<file path="src/include/fcc_cfg.svh">
// flash command controller: offsets, fields, resets and timing counts
// assumes a 32-bit apb slave with byte addresses of eight bits
`ifndef FCC_CFG_SVH
`define FCC_CFG_SVH

// ----------------------------------------------------------------
// register byte offsets
// ----------------------------------------------------------------
`define FCC_AW          8
`define FCC_OFF_CLKDIV  8'h00
`define FCC_OFF_CONFIG  8'h04
`define FCC_OFF_PROT    8'h08
`define FCC_OFF_STATUS  8'h0C
`define FCC_OFF_CMD     8'h10
`define FCC_OFF_ADDR    8'h14
`define FCC_OFF_DATA    8'h18
`define FCC_OFF_ARRAY   8'h1C

// ----------------------------------------------------------------
// field positions
// ----------------------------------------------------------------
`define FCC_DIV_LOADED  7
`define FCC_DIV_PRE8    6
`define FCC_CFG_CBEIE   7
`define FCC_CFG_CCIE    6
`define FCC_PROT_HPD    7
`define FCC_PROT_OPEN   5
`define FCC_ST_BUFFER_EMPTY_FLAG    7
`define FCC_ST_COMMAND_COMPLETE_FLAG     6
`define FCC_ST_PROTECTION_VIOLATION_FLAG    5
`define FCC_ST_ACCESS_ERROR_FLAG   4
`define FCC_ST_BLANK    2
`define FCC_ARR_ADDR_LSB 16

// ----------------------------------------------------------------
// commands, geometry, reset values
// ----------------------------------------------------------------
`define FCC_CMD_VERIFY  8'h05
`define FCC_CMD_PROG    8'h20
`define FCC_CMD_SECT    8'h40
`define FCC_CMD_MASS    8'h41
`define FCC_ABITS       14
`define FCC_HIGH_BASE   14'h3000
`define FCC_ROW_LSB     6
`define FCC_ERASED      16'hFFFF
`define FCC_ARRAY_WORDS 8192
`define FCC_PRE_LAST    3'h7
`define FCC_RST_PRDATA  32'h0000_0000

// ----------------------------------------------------------------
// timing counts in timing-clock ticks
// ----------------------------------------------------------------
`define FCC_CNT_W       16
`define FCC_RAMP_TICKS  4
`define FCC_PROG_TICKS  6
`define FCC_SECT_TICKS  4000
`define FCC_MASS_TICKS  20000

`endif

</file>
<file path="src/include/fcc_pkg.sv">
// flash command controller: state types
// assumes fcc_cfg.svh is on the include path
`include "fcc_cfg.svh"

package fcc_pkg;

    // ------------------------------------------------------------
    // executor states
    // ------------------------------------------------------------
    typedef enum logic [3:0] {
        EX_IDLE = 4'b0001,
        EX_RAMP = 4'b0010,
        EX_RUN  = 4'b0100,
        EX_VER  = 4'b1000
    } fcc_ex_e;

    typedef logic [`FCC_ABITS-1:0] fcc_addr_t;

    // ------------------------------------------------------------
    // whole module state
    // ------------------------------------------------------------
    typedef struct packed {
        fcc_ex_e               ex;
        logic                  ld;
        logic                  pre8;
        logic [5:0]            divide_field;
        logic [2:0]            pcnt;
        logic [5:0]            dcnt;
        logic                  tick;
        logic                  cbeie;
        logic                  ccie;
        logic                  hpd;
        logic                  popen;
        logic                  command_complete_flag;
        logic                  protection_violation_flag;
        logic                  access_error_flag;
        logic                  blank;
        logic [1:0]            seq;
        fcc_addr_t             b_addr;
        logic [15:0]           b_data;
        logic [7:0]            b_cmd;
        logic                  b_val;
        fcc_addr_t             a_addr;
        logic [15:0]           a_data;
        logic [7:0]            a_cmd;
        logic [`FCC_CNT_W-1:0] cnt;
        logic                  hv;
        logic                  prog;
        logic                  ers;
        logic                  mass;
        logic [31:0]           prdata;
    } fcc_state_s;

endpackage

</file>
<file path="src/rtl/fcc_top.sv">
// flash command controller: apb registers, command pipeline, executor
// assumes an apb master on pclk and a flash array answering reads at once
//
// Function
// - command, address and data sit in a buffer plus an active stage
// - writing the divider register sets divider_loaded; reset clears it
// - launch with divider never loaded raises access error, nothing runs
// - every operation length is counted in timing-clock ticks
// - a new sequence while buffer is full overwrites the buffered command
// - register reads never disturb a command sequence
// - step one captures address and data into the buffer registers
// - launch clears the command-complete flag
// - buffer-empty sets again once the buffer moves to the active stage
// - buffered command waits; complete flag sets only when all are done
// - buffer-empty and complete raise interrupts when enabled
// - command 05 checks the array and sets blank if all erased
// - verify ignores address and data, stops at first unerased word
// - command 20 programs the captured word at the captured address
// - program or erase in a protected area sets protection flag, no launch
// - command 40 erases the 512-byte sector holding the address
// - command 41 erases everything, only with both protect-disable bits set
// - high voltage stays on between programs in the same row
// - access error clears only by writing one; it blocks launches
//
// The address map and the APB register port were left to the implementer.
`timescale 1ns/1ps
`default_nettype none
`include "fcc_cfg.svh"

module fcc_top
    import fcc_pkg::*;
#(
    parameter int RAMP_TICKS   = `FCC_RAMP_TICKS,
    parameter int PROG_TICKS   = `FCC_PROG_TICKS,
    parameter int SECT_TICKS   = `FCC_SECT_TICKS,
    parameter int MASS_TICKS   = `FCC_MASS_TICKS,
    parameter int VERIFY_WORDS = `FCC_ARRAY_WORDS
) (
    // clock and reset
    input  wire logic             pclk,
    input  wire logic             presetn,
    // apb slave
    input  wire logic             psel,
    input  wire logic             penable,
    input  wire logic             pwrite,
    input  wire logic [`FCC_AW-1:0] paddr,
    input  wire logic [31:0]      pwdata,
    output logic      [31:0]      prdata,
    output logic                  pready,
    output logic                  pslverr,
    // flash array
    output logic      [12:0]      arr_addr,
    output logic      [15:0]      arr_wdata,
    input  wire logic [15:0]      arr_rdata,
    output logic                  arr_hv,
    output logic                  arr_prog,
    output logic                  arr_erase,
    output logic                  arr_erase_all,
    // interrupt requests
    output logic                  irq_buffer_empty,
    output logic                  irq_complete
);

    // ----------------------------------------------------------------
    // helpers
    // ----------------------------------------------------------------
    function automatic logic fcc_hit(input logic [`FCC_AW-1:0] a);
        return a inside {`FCC_OFF_CLKDIV, `FCC_OFF_CONFIG, `FCC_OFF_PROT,
                         `FCC_OFF_STATUS, `FCC_OFF_CMD, `FCC_OFF_ADDR,
                         `FCC_OFF_DATA, `FCC_OFF_ARRAY};
    endfunction

    function automatic logic fcc_prot(input fcc_addr_t a, input logic hpd,
                                      input logic popen);
        return (a >= `FCC_HIGH_BASE) ? !hpd : !popen;
    endfunction

    function automatic logic [`FCC_CNT_W-1:0] fcc_last(input int t);
        return `FCC_CNT_W'(t - 1);
    endfunction

    localparam fcc_state_s FCC_RST = '{ex: EX_IDLE, default: '0};

    fcc_state_s s_r;
    fcc_state_s s_nxt;
    logic       wr;
    logic       launch_ok;
    logic       keep_hv;
    logic       buffer_empty_flag;
    logic       locked;
    logic [7:0] wcmd;
    logic [`FCC_CNT_W-1:0] run_last;

    assign buffer_empty_flag  = !s_r.b_val;
    assign locked = s_r.access_error_flag | s_r.protection_violation_flag;
    assign wr     = psel & penable & pwrite & fcc_hit(paddr);
    assign wcmd   = pwdata[7:0];

    // ----------------------------------------------------------------
    // apb answers: no wait states, data captured in the setup cycle
    // ----------------------------------------------------------------
    assign pready           = 1'b1;
    assign pslverr          = psel & penable & !fcc_hit(paddr);
    assign prdata           = s_r.prdata;
    assign arr_addr         = s_r.a_addr[`FCC_ABITS-1:1];
    assign arr_wdata        = s_r.a_data;
    assign arr_hv           = s_r.hv;
    assign arr_prog         = s_r.prog;
    assign arr_erase        = s_r.ers;
    assign arr_erase_all    = s_r.mass;
    assign irq_buffer_empty = s_r.cbeie & buffer_empty_flag;
    assign irq_complete     = s_r.ccie & s_r.command_complete_flag;

    assign run_last = (s_r.a_cmd == `FCC_CMD_PROG) ? fcc_last(PROG_TICKS) :
                      (s_r.a_cmd == `FCC_CMD_SECT) ? fcc_last(SECT_TICKS) :
                                                     fcc_last(MASS_TICKS);
    assign keep_hv  = (s_r.a_cmd == `FCC_CMD_PROG) && s_r.b_val
                      && (s_r.b_cmd == `FCC_CMD_PROG)
                      && (s_r.b_addr[`FCC_ABITS-1:`FCC_ROW_LSB]
                          == s_r.a_addr[`FCC_ABITS-1:`FCC_ROW_LSB]);

    // ----------------------------------------------------------------
    // next state
    // ----------------------------------------------------------------
    always_comb begin
        s_nxt     = s_r;
        launch_ok = 1'b0;
        s_nxt.tick = 1'b0;

        // timing clock enable
        if (s_r.ld) begin
            s_nxt.pcnt = s_r.pre8 ? s_r.pcnt + 3'h1 : 3'h0;
            if (!s_r.pre8 || s_r.pcnt == `FCC_PRE_LAST) begin
                if (s_r.dcnt == s_r.divide_field) begin
                    s_nxt.dcnt = 6'h0;
                    s_nxt.tick = 1'b1;
                end else begin
                    s_nxt.dcnt = s_r.dcnt + 6'h1;
                end
            end
        end

        // read data, no side effects
        if (psel && !penable && !pwrite) begin
            case (paddr)
                `FCC_OFF_CLKDIV: s_nxt.prdata = {24'h0, s_r.ld, s_r.pre8, s_r.divide_field};
                `FCC_OFF_CONFIG: s_nxt.prdata = {24'h0, s_r.cbeie, s_r.ccie, 6'h0};
                `FCC_OFF_PROT:   s_nxt.prdata = {24'h0, s_r.hpd, 1'b0, s_r.popen, 5'h0};
                `FCC_OFF_STATUS: s_nxt.prdata = {24'h0, buffer_empty_flag, s_r.command_complete_flag, s_r.protection_violation_flag,
                                                 s_r.access_error_flag, 1'b0, s_r.blank, 2'h0};
                `FCC_OFF_CMD:    s_nxt.prdata = {24'h0, s_r.b_cmd};
                `FCC_OFF_ADDR:   s_nxt.prdata = {18'h0, s_r.b_addr};
                `FCC_OFF_DATA:   s_nxt.prdata = {16'h0, s_r.b_data};
                default:         s_nxt.prdata = `FCC_RST_PRDATA;
            endcase
        end

        // register writes and the command write sequence
        if (wr) begin
            case (paddr)
                `FCC_OFF_CLKDIV: begin
                    s_nxt.ld   = 1'b1;
                    s_nxt.pre8 = pwdata[`FCC_DIV_PRE8];
                    s_nxt.divide_field = pwdata[5:0];
                end
                `FCC_OFF_CONFIG: begin
                    s_nxt.cbeie = pwdata[`FCC_CFG_CBEIE];
                    s_nxt.ccie  = pwdata[`FCC_CFG_CCIE];
                end
                `FCC_OFF_PROT: begin
                    s_nxt.hpd   = pwdata[`FCC_PROT_HPD];
                    s_nxt.popen = pwdata[`FCC_PROT_OPEN];
                end
                `FCC_OFF_STATUS: begin
                    if (pwdata[`FCC_ST_ACCESS_ERROR_FLAG])
                        s_nxt.access_error_flag = 1'b0;
                    if (pwdata[`FCC_ST_PROTECTION_VIOLATION_FLAG])
                        s_nxt.protection_violation_flag = 1'b0;
                    if (s_r.seq == 2'd2 && pwdata[`FCC_ST_BUFFER_EMPTY_FLAG]) begin
                        s_nxt.seq = 2'd0;
                        if (!s_r.ld) begin
                            s_nxt.access_error_flag = 1'b1;
                        end else if (locked) begin
                            s_nxt.seq = 2'd0;
                        end else if ((s_r.b_cmd == `FCC_CMD_MASS) ?
                                     !(s_r.hpd && s_r.popen) :
                                     (s_r.b_cmd != `FCC_CMD_VERIFY &&
                                      fcc_prot(s_r.b_addr, s_r.hpd, s_r.popen))) begin
                            s_nxt.protection_violation_flag = 1'b1;
                        end else begin
                            launch_ok   = 1'b1;
                            s_nxt.b_val = 1'b1;
                            s_nxt.command_complete_flag  = 1'b0;
                            s_nxt.blank = 1'b0;
                        end
                    end else if (s_r.seq != 2'd0) begin
                        s_nxt.access_error_flag = 1'b1;
                        s_nxt.seq    = 2'd0;
                    end
                end
                `FCC_OFF_CMD: begin
                    if (s_r.seq == 2'd1 && wcmd inside {`FCC_CMD_VERIFY, `FCC_CMD_PROG,
                                                        `FCC_CMD_SECT, `FCC_CMD_MASS}) begin
                        s_nxt.b_cmd = wcmd;
                        s_nxt.seq   = 2'd2;
                    end else begin
                        s_nxt.access_error_flag = 1'b1;
                        s_nxt.seq    = 2'd0;
                    end
                end
                `FCC_OFF_ARRAY: begin
                    if (!s_r.ld || s_r.seq != 2'd0 || pwdata[`FCC_ARR_ADDR_LSB]) begin
                        s_nxt.access_error_flag = 1'b1;
                        s_nxt.seq    = 2'd0;
                    end else if (!locked) begin
                        s_nxt.b_addr = pwdata[`FCC_ARR_ADDR_LSB +: `FCC_ABITS];
                        s_nxt.b_data = pwdata[15:0];
                        s_nxt.b_val  = 1'b0;
                        s_nxt.seq    = 2'd1;
                    end
                end
                default: begin
                    if (s_r.seq != 2'd0) begin
                        s_nxt.access_error_flag = 1'b1;
                        s_nxt.seq    = 2'd0;
                    end
                end
            endcase
        end

        // executor
        case (s_r.ex)
            EX_IDLE: begin
                if (s_r.b_val) begin
                    s_nxt.b_val  = 1'b0;
                    s_nxt.a_addr = s_r.b_addr;
                    s_nxt.a_data = s_r.b_data;
                    s_nxt.a_cmd  = s_r.b_cmd;
                    s_nxt.cnt    = '0;
                    if (s_r.b_cmd == `FCC_CMD_VERIFY) begin
                        s_nxt.ex     = EX_VER;
                        s_nxt.a_addr = '0;
                    end else if (s_r.hv) begin
                        s_nxt.ex   = EX_RUN;
                        s_nxt.prog = 1'b1;
                    end else begin
                        s_nxt.ex = EX_RAMP;
                        s_nxt.hv = 1'b1;
                    end
                end else begin
                    s_nxt.hv = 1'b0;
                end
            end
            EX_RAMP: begin
                if (s_r.tick) begin
                    s_nxt.cnt = s_r.cnt + 1'b1;
                    if (s_r.cnt == fcc_last(RAMP_TICKS)) begin
                        s_nxt.ex   = EX_RUN;
                        s_nxt.cnt  = '0;
                        s_nxt.prog = (s_r.a_cmd == `FCC_CMD_PROG);
                        s_nxt.ers  = (s_r.a_cmd == `FCC_CMD_SECT);
                        s_nxt.mass = (s_r.a_cmd == `FCC_CMD_MASS);
                    end
                end
            end
            EX_RUN: begin
                if (s_r.tick) begin
                    s_nxt.cnt = s_r.cnt + 1'b1;
                    if (s_r.cnt == run_last) begin
                        s_nxt.ex   = EX_IDLE;
                        s_nxt.prog = 1'b0;
                        s_nxt.ers  = 1'b0;
                        s_nxt.mass = 1'b0;
                        s_nxt.hv   = keep_hv;
                        if (!s_nxt.b_val)
                            s_nxt.command_complete_flag = 1'b1;
                    end
                end
            end
            EX_VER: begin
                if (s_r.tick) begin
                    if (arr_rdata != `FCC_ERASED) begin
                        s_nxt.ex = EX_IDLE;
                    end else if (s_r.a_addr[`FCC_ABITS-1:1] == 13'(VERIFY_WORDS - 1)) begin
                        s_nxt.ex    = EX_IDLE;
                        s_nxt.blank = 1'b1;
                    end else begin
                        s_nxt.a_addr = s_r.a_addr + `FCC_ABITS'(2);
                    end
                    if (s_nxt.ex == EX_IDLE && !s_nxt.b_val)
                        s_nxt.command_complete_flag = 1'b1;
                end
            end
            default: begin
                s_nxt.ex = EX_IDLE;
            end
        endcase
    end

    always_ff @(posedge pclk or negedge presetn) begin
        if (!presetn)
            s_r <= FCC_RST;
        else
            s_r <= s_nxt;
    end
endmodule

`default_nettype wire

</file>
<file path="config.mk">
export PLATFORM = sky130hd
export DESIGN_NAME = fcc_top
export DESIGN_NICKNAME = d
export VERILOG_FILES = /design/src/include/fcc_pkg.sv /design/src/rtl/fcc_top.sv
export VERILOG_INCLUDE_DIRS = /design/src /design/src/include
export SDC_FILE = /design/constraint.sdc
export NUM_CORES = 1
export LEC_CHECK = 0
export BUFFER_PORTS_ARGS = -buffer_cell sky130_fd_sc_hd__buf_4
export CORE_MARGIN = 10
export CORE_UTILIZATION = 45
export CTS_CLUSTER_SIZE = 24
export DETAILED_ROUTE_END_ITERATION = 10
export PLACE_DENSITY = 0.65
export SLEW_MARGIN = 20
export SYNTH_ARGS = -nofsm -noshare
export SYNTH_HDL_FRONTEND = slang
export SYNTH_SLANG_ARGS = --single-unit
export TNS_END_PERCENT = 30
</file>
<file path="constraint.sdc">
create_clock -name pclk -period 3.1 [get_ports pclk]
set_input_delay 0.31 -clock pclk [delete_from_list [all_inputs] [get_ports pclk]]
set_output_delay 0.31 -clock pclk [all_outputs]
set_load 0.005 [all_outputs]
</file>
==> run summary <==
total grt overflow: 0
initial antenna violation count: 0
# setup viols final: 0
count of buffers from port buffering: 110
Post-synth EDFFs: 0
Startpoint Class: register
clock transition at the registers of the reported paths: 70 ps
dpl hpwl: 14.9 mm
setup TNS: 0 ps
Starting Density: 0.463
Slew HR: 0.370
r2r startpoint: s_r[157]
router iterations before antenna repair: 6
Slew @ Worst Pin: 933 ps
clk_lat worst skew: 430 ps
Hold Path Class: input port to register
outcome: finished clean
met3 routed WL: 1.34 mm
Max Freq: 403 MHz
clock tree buffer depth: 2
max-slew violation count: 0
# IOs: 130
max-cap viol count: 0
WP data arrival: 2760 ps
Total Routing Usage GR: 0.181
via count: 6167
Reg-to-Reg End: arr_addr[7]
synthesis-to-layout area growth: 16.5%
CTS Buf Count: 17
Async SR Flop Fraction: 1.00
Die X: 151 µm
placed insts: 1060
WL met1: 9.32 mm
Vias/cell: 5.64
Setup crit end: arr_addr[7]
clk_skew: 10.7 ps
overall die height: 151 µm
Hold Violations, Final: 0
NumNets Final: 926
Critical Path Fanout Max: 15
CTS Sinks: 144
Setup crit start: s_r[157]
share of post-route cells with drive strength above 1: 0.246
Worst Reg-to-Reg Cells: 8
DR WL met2: 9.59 mm
ys flop type: dfrtp_1
Mapped Avg Cell Area: 9.83 µm²
Seq/Total Area, Yosys: 0.465
CTS tree: built
fin cells: 1093
Top Layer Used: met4
first-pass GRT wire length: 32.6 mm
vias in the first global route: 6047
Routed WL: 20.6 mm
P_leak: 0.00435 µW
initial DRC count: 422
largest net degree at the start of global routing: 80
hold buffer count at CTS: 1
synthesized flop and latch total: 144
Synth cell types: 67
Tcrit/Tclk final: 0.800
Routability Congestion: 0.859
CP Capture Type: register
setup repair after global routing missed its margin: false
Final ANT Viol Nets: 0
# Post-CTS Setup Buffers: 0
DRC violations left: 0
VDD IR-drop max: 0.342 mV
power density over the cells: 438 mW/mm²
critical path data required time: 3380 ps
die area: 0.0229 mm²
r2r setup slk: 620 ps
core area: 0.0168 mm²
critical path class: register to register
clk root buf: clkbuf_16
Tmin final: 2480 ps
H-tree depth: 4
post_cts resized: 0
Core Rows: 47
synthesized area: 0.00775 mm²
Synth Instances: 789
ant diodes: 0
Syn. warnings: 0
routed length per instance: 18.8 µm
==> cell families (layout without fill, tap and decap cells) <==
logic type,count (synthesis),in the layout,synth area share
AOI/OAI and AO/OA,157,157,0.128
xor gates and xnor gates,23,23,0.0260
adders and majority gates,5,5,0.00807
buffers and inverters,103,172,0.0837
DFF,144,144,0.465
muxes,49,49,0.0841
other,2,17,0.000969
and+or+nand+nor,306,306,0.204
==> worst max-delay path, cell delays in order, from the launching register on <==
cell     delay (ps)
dfstp_2         610
or3b_1          420
or2_2           340
nor2_2          190
buf_4           240
nor2_1           70
buf_4           180
o21ai_0         170
o21ai_0         100
==> report_power, final <==
| group | internal (µW) | leakage, µW | total [µW] | switching [µW] |
|---|---|---|---|---|
| clock | 1050 | 0.000273 | 1930 | 881 |
| combinational | 61.3 | 0.00208 | 144 | 82.8 |
| sequential | 1880 | 0.00200 | 1880 | 0.625 |
==> worst min-delay path by stage <==
stage / depth (start not counted) / slack (ps) / startpoint / end
after global routing: 2 / 90 / pwdata[9] / s_r[108]
final: 2 / 100 / pwdata[9] / s_r[108]
after floorplan: 0 / 10 / presetn / arr_addr[0]
after global placement: 1 / 410 / presetn / s_r[40]
after detailed placement: 1 / 410 / presetn / s_r[46]
after CTS: 2 / 80 / pwdata[9] / s_r[108]
==> layer usage <==
layer	track usage	vias to the layer above
li1	-	2914
met1	0.242	3023
met2	0.278	207
met3	0.0459	23
met4	0.0630	0
met5	0	-
==> cell usage after synthesis, types with 4 or more instances <==
cell type	n	area share
nand3_1	17	0.011
a22oi_1	15	0.015
and2_1	5	0.0040
buf_4	63	0.061
a31oi_1	5	0.0040
nor4b_1	5	0.0056
a222oi_1	4	0.0052
and4b_1	5	0.0065
xnor2_1	16	0.018
mux2_2	17	0.025
mux2_4	28	0.054
o21ai_0	63	0.041
a21o_1	8	0.0077
ha_1	5	0.0081
a22o_1	9	0.010
nand2_1	113	0.055
a21oi_1	24	0.015
o31ai_1	4	0.0039
nor2_1	42	0.020
clkbuf_1	22	0.011
mux2i_1	4	0.0052
nand4_1	17	0.014
nor3_1	20	0.013
nor4_1	12	0.0097
dfrtp_1	143	0.46
xor2_1	7	0.0079
or3_1	5	0.0040
and3_1	16	0.013
nand2b_1	8	0.0065
nor2b_1	13	0.010
and4_1	4	0.0045
inv_1	10	0.0048
nand4b_1	4	0.0045
==> flip-flops by register name, indices dropped and copies added (netlist names) <==
signal / flops
arr_prog: 1
prdata: 16
arr_erase_all: 1
arr_erase: 1
arr_hv: 1
arr_addr: 13
arr_wdata: 16
s_r: 95
==> metrics by stage <==
step	total power [µW]	utilization	hold WS, ps	worst slack, ps	instance area (µm²)
6_report	3950	0.539	104	619	9030
5_1_grt	4090	0.539	86.2	476	9030
2_1_floorplan	1960	-	14.4	772	7810
4_1_cts	3990	0.539	83.1	648	9030
3_3_place_gp	2060	0.506	410	480	8470
3_5_place_dp	2060	0.506	408	464	8470
==> final cells by class <==
type,count,area (µm²)
inverters,10,37.5
clock buffers,17,425
well taps,220,275
clock inverters,15,124
flip-flops and latches,144,3600
repair buffers,130,1010
multi-input cells,557,3560
fillers,1552,7730
==> cell usage in the layout, fill, tap and decap left out, drive strengths merged, types with 18 or more instances in the layout <==
cell type,instances
a21oi,24
nand2,113
inv,18
nor2,42
buf,129
o21ai,64
mux2,45
dfrtp,143
nor3,21
Power figures use the tool's default switching activity.
